File: src/design/irq4_pkg.sv
// Constants for the level-4 interrupt pending, mask and in-service block
package irq4_pkg;
  localparam int          ADDR_W      = 5;
  localparam logic [4:0]  OFS_MODE    = 5'h00;
  localparam logic [4:0]  OFS_PEND    = 5'h04;
  localparam logic [4:0]  OFS_MASK    = 5'h08;
  localparam logic [4:0]  OFS_INSV    = 5'h0c;
  localparam int          MODE_BIT    = 15;
  localparam int          IV1_BIT     = 12;
  localparam int          ET1_BIT     = 8;
  localparam int          VEC_LSB     = 5;
  localparam int          VEC_MSB     = 7;
  localparam logic [15:0] MODE_WMASK  = 16'h91e0;
  localparam logic [15:0] RST16       = 16'h0000;
  localparam logic [15:0] HAS_EVT_DEF = 16'h2d00;
  localparam logic [7:0]  UNINIT_VEC  = 8'h0f;
  localparam logic [4:0]  ERR_CODE    = 5'h00;
  localparam logic [4:0]  L1_CODE     = 5'h11;
  localparam logic [1:0]  RESP_OKAY   = 2'b00;
  localparam logic [1:0]  RESP_SLVERR = 2'b10;
endpackage

File: src/design/irq4_ctrl.sv
// Level-4 interrupt controller with AXI4-Lite register access
// Behaviour
// - Trigger select 0 in dedicated mode: line low keeps level-1 request pending.
// - Trigger select 1: only a falling edge of the line makes it pending.
// - Level-1 acknowledge gets vector and acknowledge even after the line rises.
// - Vector is three programmed upper bits above five generated source bits.
// - Until upper bits are written, every vector returned is 0F.
// - Mode register bit 11 and bits 4 to 0 are reserved, no function.
// - A request from a source without events sets its bit in the 16-bit pending register.
// - Passing a vector clears that pending bit unless the source has events.
// - Writing one clears a pending bit of a source without events; zero leaves it; software cannot set.
// - Event sources stay pending while any unmasked event bit is set.
// - Level-4 acknowledge with nothing pending sets the error pending bit.
// - Reset clears pending, mask and in-service registers.
// - Mask zero blocks the request but the pending bit still sets.
// - Clearing mask withdraws request, pending kept; setting it restores request.
// - Error source cannot be masked; mask bit 0 has no meaning.
// - Masked at acknowledge: next unmasked source answers, else error code 00000.
// - Passing a source vector sets its in-service bit.
// - Writing one clears an in-service bit; handler must clear its own.
// - New source forwarded only if above highest set in-service bit.
// - Error vector sets no in-service bit; in-service bit 0 reads zero.
// - Low vector bits: 01111 highest source down to 00001, 00000 error.
// - Mode bit 15 selects dedicated request lines.
module irq4_ctrl #(
  parameter logic [15:0] HAS_EVENT = irq4_pkg::HAS_EVT_DEF
) (
  input  wire logic                        CLK_SYS,
  input  wire logic                        RSTN,
  input  wire logic [irq4_pkg::ADDR_W-1:0] AWADDR,
  input  wire logic                        AWVALID,
  output logic                             AWREADY,
  input  wire logic [31:0]                 WDATA,
  input  wire logic [3:0]                  WSTRB,
  input  wire logic                        WVALID,
  output logic                             WREADY,
  output logic [1:0]                       BRESP,
  output logic                             BVALID,
  input  wire logic                        BREADY,
  input  wire logic [irq4_pkg::ADDR_W-1:0] ARADDR,
  input  wire logic                        ARVALID,
  output logic                             ARREADY,
  output logic [31:0]                      RDATA,
  output logic [1:0]                       RRESP,
  output logic                             RVALID,
  input  wire logic                        RREADY,
  input  wire logic [15:1]                 INTERNAL_LEVEL4_REQUEST,
  input  wire logic [15:1]                 EVENT_ACTIVE,
  input  wire logic                        REQUEST_LINE_LOW_N,
  input  wire logic                        ACK_LEVEL4,
  input  wire logic                        ACK_LEVEL1,
  output logic                             LEVEL4_REQ,
  output logic                             LEVEL1_REQ,
  output logic [7:0]                       VECTOR,
  output logic                             VECTOR_VALID
);

  // Highest set bit above bit 0; bit 0 never wins, so an empty set gives zero
  function automatic logic [3:0] top_idx(input logic [15:0] v);
    logic [3:0] r;
    r = 4'h0;
    for (int i = 1; i < 16; i++) begin
      if (v[i]) begin
        r = 4'(i);
      end
    end
    return r;
  endfunction

  logic [15:0]                 mode_reg;
  logic [15:0]                 mode_next;
  logic [15:0]                 pend_reg;
  logic [15:0]                 pend_next;
  logic [15:0]                 mask_reg;
  logic [15:0]                 mask_next;
  logic [15:0]                 insv_reg;
  logic [15:0]                 insv_next;
  logic                        vec_wr_reg;
  logic                        line_prev_reg;
  logic                        l1_pend_reg;
  logic                        l1_pend_next;
  logic                        aw_rdy_reg;
  logic                        w_rdy_reg;
  logic                        bvalid_reg;
  logic [1:0]                  bresp_reg;
  logic                        ar_rdy_reg;
  logic                        rvalid_reg;
  logic [31:0]                 rdata_reg;
  logic [1:0]                  rresp_reg;
  logic [irq4_pkg::ADDR_W-1:0] wa_reg;
  logic [15:0]                 wd_reg;
  logic [1:0]                  ws_reg;
  logic                        l4_req_reg;
  logic                        l1_req_reg;
  logic [7:0]                  vec_reg;
  logic                        vec_vld_reg;

  // Bus handshakes and register decode
  logic        aw_hs;
  logic        w_hs;
  logic        wr_fire;
  logic        b_hs;
  logic        ar_hs;
  logic        r_hs;
  logic [15:0] bmask;
  logic [15:0] wbits;
  logic        wr_mode;
  logic        wr_pend;
  logic        wr_mask;
  logic        wr_insv;
  logic        wr_hit;
  logic        rd_mode;
  logic        rd_pend;
  logic        rd_mask;
  logic        rd_insv;
  logic        rd_hit;
  logic [15:0] rd_val;

  assign aw_hs    = AWVALID & aw_rdy_reg;
  assign w_hs     = WVALID & w_rdy_reg;
  // Both halves held and no answer out yet: the write lands this cycle
  assign wr_fire  = ~aw_rdy_reg & ~w_rdy_reg & ~bvalid_reg;
  assign b_hs     = bvalid_reg & BREADY;
  assign ar_hs    = ARVALID & ar_rdy_reg;
  assign r_hs     = rvalid_reg & RREADY;
  // Only byte lanes 0 and 1 exist; the upper lanes are ignored
  assign bmask    = {{8{ws_reg[1]}}, {8{ws_reg[0]}}};
  assign wbits    = wd_reg & bmask;
  assign wr_mode  = wr_fire & (wa_reg == irq4_pkg::OFS_MODE);
  assign wr_pend  = wr_fire & (wa_reg == irq4_pkg::OFS_PEND);
  assign wr_mask  = wr_fire & (wa_reg == irq4_pkg::OFS_MASK);
  assign wr_insv  = wr_fire & (wa_reg == irq4_pkg::OFS_INSV);
  assign wr_hit   = wr_mode | wr_pend | wr_mask | wr_insv;
  assign rd_mode  = ARADDR == irq4_pkg::OFS_MODE;
  assign rd_pend  = ARADDR == irq4_pkg::OFS_PEND;
  assign rd_mask  = ARADDR == irq4_pkg::OFS_MASK;
  assign rd_insv  = ARADDR == irq4_pkg::OFS_INSV;
  assign rd_hit   = rd_mode | rd_pend | rd_mask | rd_insv;
  assign rd_val   = rd_mode ? mode_reg : rd_pend ? pend_reg : rd_mask ? mask_reg :
                    rd_insv ? insv_reg : irq4_pkg::RST16;

  // Priority and forwarding
  logic [15:0] mask_eff;
  logic [15:0] live;
  logic [3:0]  cand;
  logic [3:0]  insv_top;
  logic        fwd;
  logic [15:0] cand_oh;

  // Bit 0 is the error source: it never competes, whatever the mask holds
  assign mask_eff = {mask_reg[15:1], 1'b0};
  assign live     = pend_reg & mask_eff;
  assign cand     = top_idx(live);
  assign insv_top = top_idx(insv_reg);
  // Nesting: the candidate must outrank the highest in-service source
  assign fwd      = cand > insv_top;
  assign cand_oh  = 16'h0001 << cand;

  // Acknowledge effects
  logic        ack_src;
  logic        ack_err;
  logic [4:0]  code4;
  logic [15:0] ack_clr;
  logic [15:0] ack_set;
  logic [15:0] src_set;
  logic [15:0] evt_lvl;
  logic [15:0] pend_w1c;
  logic [15:0] insv_w1c;
  logic [2:0]  upper;
  logic        l1_int;

  // A source masked just before the acknowledge falls back to the next one or to error
  assign ack_src  = ACK_LEVEL4 & fwd;
  assign ack_err  = ACK_LEVEL4 & ~fwd;
  assign code4    = ack_src ? {1'b0, cand} : irq4_pkg::ERR_CODE;
  assign ack_clr  = ack_src ? (cand_oh & ~HAS_EVENT) : irq4_pkg::RST16;
  assign ack_set  = ack_src ? cand_oh : irq4_pkg::RST16;
  // Error acknowledge latches bit 0 just as a source request latches its own bit
  assign src_set  = {INTERNAL_LEVEL4_REQUEST, ack_err};
  assign evt_lvl  = {EVENT_ACTIVE, 1'b0};
  assign pend_w1c = wr_pend ? wbits : irq4_pkg::RST16;
  assign insv_w1c = wr_insv ? wbits : irq4_pkg::RST16;
  assign upper    = mode_reg[irq4_pkg::VEC_MSB:irq4_pkg::VEC_LSB];
  assign l1_int   = ~mode_reg[irq4_pkg::IV1_BIT];

  // Level-1 request line
  logic        dedic;
  logic        edge_sel;
  logic        line_low;
  logic        fall;

  assign dedic    = mode_reg[irq4_pkg::MODE_BIT];
  assign edge_sel = mode_reg[irq4_pkg::ET1_BIT];
  assign line_low = ~REQUEST_LINE_LOW_N;
  assign fall     = line_prev_reg & line_low;

  // Vector forming
  logic        ack_any;
  logic [4:0]  code;
  logic [7:0]  vec_val;

  // A vector is answered in the cycle after the acknowledge; level 4 wins if both arrive
  assign ack_any  = ACK_LEVEL4 | (ACK_LEVEL1 & l1_int);
  assign code     = ACK_LEVEL4 ? code4 : irq4_pkg::L1_CODE;
  assign vec_val  = vec_wr_reg ? {upper, code} : irq4_pkg::UNINIT_VEC;

  always_comb begin
    mode_next = mode_reg;
    if (wr_mode) begin
      // Reserved bits 11 and 4..0 never store
      mode_next = (mode_reg & ~(bmask & irq4_pkg::MODE_WMASK)) |
                  (wbits & irq4_pkg::MODE_WMASK);
    end
  end

  always_comb begin
    mask_next = wr_mask ? ((mask_reg & ~bmask) | wbits) : mask_reg;
  end

  // Per-bit next state; a hardware set wins over a same-cycle software clear
  for (genvar b = 0; b < 16; b++) begin : g_bit
    // Event sources mirror their unmasked event summary instead of latching
    assign pend_next[b] = HAS_EVENT[b] ? evt_lvl[b] :
                          ((pend_reg[b] & ~pend_w1c[b] & ~ack_clr[b]) | src_set[b]);
    // The error source never enters service, so bit 0 stays clear
    assign insv_next[b] = (b == 0) ? 1'b0 : ((insv_reg[b] & ~insv_w1c[b]) | ack_set[b]);
  end

  always_comb begin
    l1_pend_next = l1_pend_reg;
    if (!edge_sel) begin
      l1_pend_next = line_low;
    end else if (fall) begin
      l1_pend_next = 1'b1;
    end else if (ACK_LEVEL1) begin
      l1_pend_next = 1'b0;
    end
  end

  // Software-visible registers
  always_ff @(posedge CLK_SYS) begin
    if (!RSTN) begin
      mode_reg <= irq4_pkg::RST16;
      pend_reg <= irq4_pkg::RST16;
      mask_reg <= irq4_pkg::RST16;
      insv_reg <= irq4_pkg::RST16;
    end else begin
      mode_reg <= mode_next;
      pend_reg <= pend_next;
      mask_reg <= mask_next;
      insv_reg <= insv_next;
    end
  end

  // Vector-written flag and level-1 line state
  always_ff @(posedge CLK_SYS) begin
    if (!RSTN) begin
      vec_wr_reg    <= 1'b0;
      line_prev_reg <= 1'b0;
      l1_pend_reg   <= 1'b0;
    end else begin
      vec_wr_reg    <= vec_wr_reg | (wr_mode & ws_reg[0]);
      // Prev holds "was high" so a low line seen right after reset is not an edge
      line_prev_reg <= ~line_low;
      l1_pend_reg   <= l1_pend_next;
    end
  end

  // Requests to the core lag the register state by one cycle
  always_ff @(posedge CLK_SYS) begin
    if (!RSTN) begin
      l4_req_reg <= 1'b0;
      l1_req_reg <= 1'b0;
    end else begin
      l4_req_reg <= fwd;
      l1_req_reg <= dedic & l1_pend_reg;
    end
  end

  // Vector holds its last value; the valid flag is a one-cycle acknowledge
  always_ff @(posedge CLK_SYS) begin
    if (!RSTN) begin
      vec_reg     <= 8'h00;
      vec_vld_reg <= 1'b0;
    end else begin
      vec_reg     <= ack_any ? vec_val : vec_reg;
      vec_vld_reg <= ack_any;
    end
  end

  // Write address: held until the answer is taken, so a second write waits
  always_ff @(posedge CLK_SYS) begin
    if (!RSTN) begin
      aw_rdy_reg <= 1'b1;
      wa_reg     <= '0;
    end else if (aw_hs) begin
      aw_rdy_reg <= 1'b0;
      wa_reg     <= AWADDR;
    end else if (b_hs) begin
      aw_rdy_reg <= 1'b1;
    end
  end

  // Write data: address and data may arrive in either order
  always_ff @(posedge CLK_SYS) begin
    if (!RSTN) begin
      w_rdy_reg <= 1'b1;
      wd_reg    <= irq4_pkg::RST16;
      ws_reg    <= 2'b00;
    end else if (w_hs) begin
      w_rdy_reg <= 1'b0;
      wd_reg    <= WDATA[15:0];
      ws_reg    <= WSTRB[1:0];
    end else if (b_hs) begin
      w_rdy_reg <= 1'b1;
    end
  end

  // Write answer follows both halves; unmapped offsets get an error response
  always_ff @(posedge CLK_SYS) begin
    if (!RSTN) begin
      bvalid_reg <= 1'b0;
      bresp_reg  <= irq4_pkg::RESP_OKAY;
    end else if (wr_fire) begin
      bvalid_reg <= 1'b1;
      bresp_reg  <= wr_hit ? irq4_pkg::RESP_OKAY : irq4_pkg::RESP_SLVERR;
    end else if (b_hs) begin
      bvalid_reg <= 1'b0;
    end
  end

  // Read address: refused while the answer is still out
  always_ff @(posedge CLK_SYS) begin
    if (!RSTN) begin
      ar_rdy_reg <= 1'b1;
      rvalid_reg <= 1'b0;
    end else if (ar_hs) begin
      ar_rdy_reg <= 1'b0;
      rvalid_reg <= 1'b1;
    end else if (r_hs) begin
      ar_rdy_reg <= 1'b1;
      rvalid_reg <= 1'b0;
    end
  end

  // Read data: upper half of the word always reads zero; held until taken
  always_ff @(posedge CLK_SYS) begin
    if (!RSTN) begin
      rdata_reg <= 32'h0000_0000;
      rresp_reg <= irq4_pkg::RESP_OKAY;
    end else if (ar_hs) begin
      rdata_reg <= {16'h0000, rd_val};
      rresp_reg <= rd_hit ? irq4_pkg::RESP_OKAY : irq4_pkg::RESP_SLVERR;
    end
  end

  // Bus outputs
  assign AWREADY      = aw_rdy_reg;
  assign WREADY       = w_rdy_reg;
  assign BVALID       = bvalid_reg;
  assign BRESP        = bresp_reg;
  assign ARREADY      = ar_rdy_reg;
  assign RVALID       = rvalid_reg;
  assign RDATA        = rdata_reg;
  assign RRESP        = rresp_reg;

  // Core-side outputs
  assign LEVEL4_REQ   = l4_req_reg;
  assign LEVEL1_REQ   = l1_req_reg;
  assign VECTOR       = vec_reg;
  assign VECTOR_VALID = vec_vld_reg;

endmodule

File: config.mk
export PLATFORM = sky130hd
export DESIGN_NAME = irq4_ctrl
export DESIGN_NICKNAME = d
export VERILOG_FILES = /design/src/design/irq4_pkg.sv /design/src/design/irq4_ctrl.sv
export SDC_FILE = /design/constraint.sdc
export NUM_CORES = 1
export LEC_CHECK = 0
export BUFFER_PORTS_ARGS = -buffer_cell sky130_fd_sc_hd__clkbuf_2
export CORE_ASPECT_RATIO = 1.4
export CORE_MARGIN = 2
export CORE_UTILIZATION = 53
export CTS_CLUSTER_SIZE = 12
export DETAILED_ROUTE_END_ITERATION = 6
export HOLD_SLACK_MARGIN = 0.06
export PLACE_DENSITY_LB_ADDON = 0.1
export SLEW_MARGIN = 20
export SYNTH_ARGS = -nofsm -noshare
export SYNTH_HDL_FRONTEND = slang
export SYNTH_SLANG_ARGS = --single-unit
File: constraint.sdc
create_clock -name CLK_SYS -period 3.6 [get_ports CLK_SYS]
set_input_delay 0.72 -clock CLK_SYS [delete_from_list [all_inputs] [get_ports CLK_SYS]]
set_output_delay 0.72 -clock CLK_SYS [all_outputs]
set_load 0.01 [all_outputs]
# Word-level counts from Yosys, hierarchy flattened

Cells that the tools add are included.

Memories kept: 0
Logic and storage cells: 237
Bits in read-only memories: 0
Flip-flop bits (word level): 126
Bits in writable memories: 0
Bits of input ports: 86
Latch bits: 0
Output and inout bits: 52

Bitwise gates (word level): 144
$add $sub $neg: 0
Div/mod/pow operators: 0
Shift-type cells: 1
Muxes and demuxes: 55
Multiply operators: 0
Magnitude comparators: 1
Eq/ne operators: 7
Reductions and logical operators: 6

Operators by type and width:

| cell                                                                   | count |
|---|---|
| 16-bit two-way mux                                                     | 8 |
| 4-bit two-way mux                                                      | 25 |
| 16-bit bitwise AND                                                     | 4 |
| 1-bit bitwise AND                                                      | 56 |
| 1-bit NOT                                                              | 45 |
| 1-bit OR                                                               | 35 |
| 16-bit NOT                                                             | 2 |
| 16-bit OR                                                              | 2 |
| 5-bit by 4-bit equality test with 1-bit output (second input constant) | 4 |
| 1-bit by 4-bit left shift with 16-bit output (first input constant)    | 1 |
| 1-bit two-way mux                                                      | 14 |
| 5-bit by 3-bit equality test with 1-bit output (second input constant) | 2 |
| 5-bit logical NOT                                                      | 2 |
| 2-bit two-way mux                                                      | 4 |
| 8-bit two-way mux                                                      | 1 |
| 2-bit nonzero test                                                     | 4 |
| 3-bit two-way mux                                                      | 2 |
| 5-bit two-way mux                                                      | 1 |
| 4-bit greater-than comparator                                          | 1 |
| 3-bit by 2-bit != test with 1-bit output (second input constant)       | 1 |

# Logic depth before layout (Yosys ltp)

Depth after elaboration: 22
Gate-level depth with buffers: 13
Depth with buffers taken out: 13

# Worst setup path before layout

OpenSTA, ideal clock, no wires.

Path kind: register to register
Start: reg pend_reg[11]
End: reg pend_reg[14]
Required time: 3.483 ns
Path buffers: 0
Clock period less this slack: 2.736 ns
Library setup time: 0.117 ns
Arrival time: 2.620 ns
Path slack: 0.864 ns
Stages on the path, launching flop included: 11
Path through: dfxtp_1 -> a22oi_2 -> a21boi_1 -> o21ai_0 -> ha_1 -> nor2b_1 -> o211ai_1 -> a21boi_1 -> nand2_1 -> or3_1 -> a22o_1

Cells in the longest elaborated chain, start to end: 12
Elaborated cells on any way between the ends: 13
Classes of those cells: order compare: 1; shift: 1; mux: 6; bitwise: 5

RTL lines:

| item                              | line             | text |
|---|---|---|
| start: declaration                | irq4_ctrl.sv:72  | `logic [15:0] pend_reg;` |
| start signal: assignment          | irq4_ctrl.sv:244 | `pend_reg <= irq4_pkg::RST16;` |
| start signal: assignment          | irq4_ctrl.sv:249 | `pend_reg <= pend_next;` |
| 16-bit bitwise AND *              | irq4_ctrl.sv:152 | `assign live = pend_reg & mask_eff;` |
| 4-bit two-way mux * (5 in series) | irq4_ctrl.sv:63  | `if (v[i]) begin` |
| 4-bit greater-than comparator     | irq4_ctrl.sv:156 | `assign fwd = cand > insv_top;` |
| 1-bit bitwise AND                 | irq4_ctrl.sv:173 | `assign ack_src = ACK_LEVEL4 & fwd;` |
| 16-bit two-way mux *              | irq4_ctrl.sv:176 | `assign ack_clr = ack_src ? (cand_oh & ~HAS_EVENT) : irq4_pkg::RST16;` |
| 1-bit NOT *                       | irq4_ctrl.sv:224 | `((pend_reg[b] & ~pend_w1c[b] & ~ack_clr[b]) \| src_set[b]);` |
| 1-bit bitwise AND *               | irq4_ctrl.sv:224 |  |
| 1-bit OR *                        | irq4_ctrl.sv:224 |  |

Mark *: on every way between the ends. The rest lies on a longest branch, timed or not.
A chain may end at the register's enable or synchronous reset.

# Worst setup path in the final report

Same ends and word-level chain as after synthesis.

==> flow_metrics.env <==
export IMPL_row_count=43
export IMPL_first_pass_iters=7
export IMPL_synth_top_area_frac=0.4230
export IMPL_drtAntennaViolNets=0
export IMPL_fill_cells=911
export IMPL_antenna_found_initial=0
export IMPL_syn_inst=645
export IMPL_hold_slack_ns=0.4685
export IMPL_grt_max_degree=55
export IMPL_wl_per_cell_um=15.61
export IMPL_cts_sinks=113
export IMPL_critPathArrivalTime_ns=3.44
export IMPL_postCtsHoldBufs=0
export IMPL_numCtsBuffers=17
export IMPL_via_per_inst=5.444
export IMPL_leakagePower_uw=0.002560
export IMPL_worstMarginPinSlew_ns=0.8549
export IMPL_max_freq_mhz=318.0
export IMPL_yosysUniqueCellTypes=57
export IMPL_status="complete, no violations"
export IMPL_multi_input_area_mm2=0.002811
export IMPL_cts_resized=0
export IMPL_cts_tree="yes"
export IMPL_n_antenna_cell=0
export IMPL_path_max_fanout=6
export IMPL_critPathKind="register to register"
export IMPL_ys_ff_latch=113
export IMPL_worstSkewPairLatency_ns=0.41
export IMPL_dp_hpwl_um=10270
export IMPL_cp_end_kind="register"
export IMPL_syn_area_per_cell_um2=8.291
export IMPL_io_pins=138
export IMPL_grtUsageMet3=0.05044
export IMPL_die_area_mm2=0.01092
export IMPL_yosys_warnings=0
export IMPL_crit_path_frequent_cell="a21boi_1"
export IMPL_drive_gt1_frac=0.1886
export IMPL_grt_pass1_wl_um=22200
export IMPL_netlist_area_mm2=0.005348
export IMPL_synthToLayoutAreaGrowth_pct=19.82
export IMPL_synth_edff_count=0
export IMPL_rsz0062_at_grt="no"
export IMPL_crit_family="compound AO/OA/AOI/OAI gates"
export IMPL_drv_slew=0
export IMPL_coreArea_mm2=0.009846
export IMPL_synth_area_leaders="dfxtp_1 42%, nand2_1 7.5%, a21boi_0 4.8%"
export IMPL_cts_clk_slew_worst_paths_ns=0.05
export IMPL_yosys_most_used_dff="dfxtp_1"
export IMPL_worst_path_max_delay_cell="a22oi_2"
export IMPL_worst_ep_required_time_ns=3.89
export IMPL_register_area_mm2=0.002262
export IMPL_synthArstFlopShare=0
export IMPL_yosysTopAreaCell="dfxtp_1"
export IMPL_clk_path_buf_depth=2
export IMPL_period_share=0.8734
export IMPL_hold_class="register to register"
export IMPL_max_cap_violations=0
export IMPL_min_period_ns=3.144
export IMPL_portBuffers=86
export IMPL_chipHeight_um=122.9
export IMPL_power_density_mw_per_mm2=501.9
export IMPL_fin_nets=815
export IMPL_setup_viol=0
export IMPL_tns_ns=0
export IMPL_gr_total_overflow=0
export IMPL_drtIter0Drc=309
export IMPL_grt_pass1_vias=4565
export IMPL_vdd_drop_max_v=0.0003298
export IMPL_critPathBufInv=0
export IMPL_finClkSkew_ns=0.008893
export IMPL_gr_usage_met2=0.4384
export IMPL_critical_path_max_stage_delay_ns=0.39
export IMPL_critPathLaunchType="register"
export IMPL_gp_congestion=0.8647
export IMPL_htree_levels=4
export IMPL_wl_um=13620
export IMPL_root_buffer="clkbuf_16"
export IMPL_worstPathCellList="a22oi_2 -> a21boi_1 -> o21ai_0 -> ha_1 -> nor2b_1 -> o211ai_1 -> a21boi_1 -> nand2_1 -> or3_1 -> a22o_1"
export IMPL_track_usage=0.2663
export IMPL_worst_slew_margin_rel=0.4280
export IMPL_initial_core_util=0.5431
export IMPL_yosysMostFrequentCell="dfxtp_1"
export IMPL_use_met1=0.3381
export IMPL_hold_viol=0
export IMPL_ys_seq_area_frac=0.4230
export IMPL_drc=0
export IMPL_post_cts_setup_buffer_count=0
export IMPL_die_w_um=88.90
export IMPL_grt_busiest_layer="met2"
export IMPL_synth_common_cells="113 x dfxtp_1, 107 x nand2_1, 40 x o21ai_0, 35 x a21oi_1, 34 x a21boi_0"
export IMPL_via_count=4747
-- cell type report --
| type | instances | share of cell area |
|---|---|---|
| repair buffers | 93 | 0.07733 |
| well taps | 135 | 0.02636 |
| multi-input cells | 483 | 0.4388 |
| clock inverters | 11 | 0.02128 |
| flip-flops and latches | 113 | 0.3531 |
| inverters | 17 | 0.01035 |
| clock buffers | 20 | 0.07284 |
-- layout by cell type (no fill, tap or decap), types with 3 or more instances in the layout --
cell type / netlist / layout
a21boi_0: 34 / 34
a21boi_1: 4 / 4
a21oi_1: 35 / 35
a22o_1: 3 / 3
a22oi_1: 25 / 25
a22oi_2: 3 / 3
a32o_1: 7 / 7
and2_1: 28 / 28
and3_1: 12 / 12
buf_4: 18 / 6
bufinv_16: 0 / 3
clkbuf_16: 0 / 17
clkbuf_2: 0 / 86
clkbuf_8: 0 / 3
clkinv_2: 0 / 6
conb_1: 1 / 18
dfxtp_1: 113 / 113
ha_1: 4 / 4
inv_1: 16 / 16
mux2i_1: 9 / 9
nand2_1: 107 / 107
nand2b_1: 14 / 14
nand3_1: 18 / 18
nor2_1: 23 / 23
nor2b_1: 28 / 28
nor3_1: 5 / 5
nor3b_1: 3 / 3
o21a_1: 12 / 12
o21ai_0: 40 / 40
o21ai_1: 16 / 16
or4_1: 3 / 3
-- through the flow --
step	area (um^2)	utilization	power [uW]	instances	worst slack, ns
after floorplan	5411	-	1487	662	0.8637
after global placement	5804	0.5895	1546	841	0.5861
after detailed placement	5804	0.5895	1554	841	0.5150
after CTS	6407	0.6508	3232	872	0.4988
after global routing	6407	0.6508	3331	872	0.2957
final	6407	0.6508	3216	872	0.4557
-- final timing paths --
kind,slack (ns),cells after the start,to,start
worst max-delay path,0.46,10,pend_reg[14],pend_reg[11]
worst min-delay path,0.47,2,ws_reg[1],ws_reg[1]
worst max register to register,0.46,10,pend_reg[14],pend_reg[11]
worst min register to register,0.47,2,ws_reg[1],ws_reg[1]
-- power breakdown --
part           internal, uW  leakage, uW  switching, uW  total [uW]
clock                  1130     0.000301            557        1690
sequential             1290     0.000923           38.7        1330
combinational          79.0      0.00134            116         195
-- kinds of logic (layout without fill, tap and decap cells) --
kind of cell               after synthesis  in the layout  share of synthesized area
DFF                                    113            113                     0.4230
and+or+nand+nor                        260            260                     0.2501
other                                    1             18                  0.0007012
muxes                                    9              9                    0.01685
AOI/OAI and AO/OA                      192            192                     0.2368
buffers and inverters                   66            141                    0.06317
adders and majority gates                4              4                   0.009359
-- worst min-delay path: stages (launching register included) --
cell and delay [ns]:
dfxtp_1 0.30, nand2_1 0.05, a21boi_0 0.06
-- routing by layer --
metal,share of wire,vias up
li1,-,2367
met1,0.44,2212
met2,0.49,148
met3,0.047,20
met4,0.019,0
met5,0,-
(Power assumes the default switching activity.)
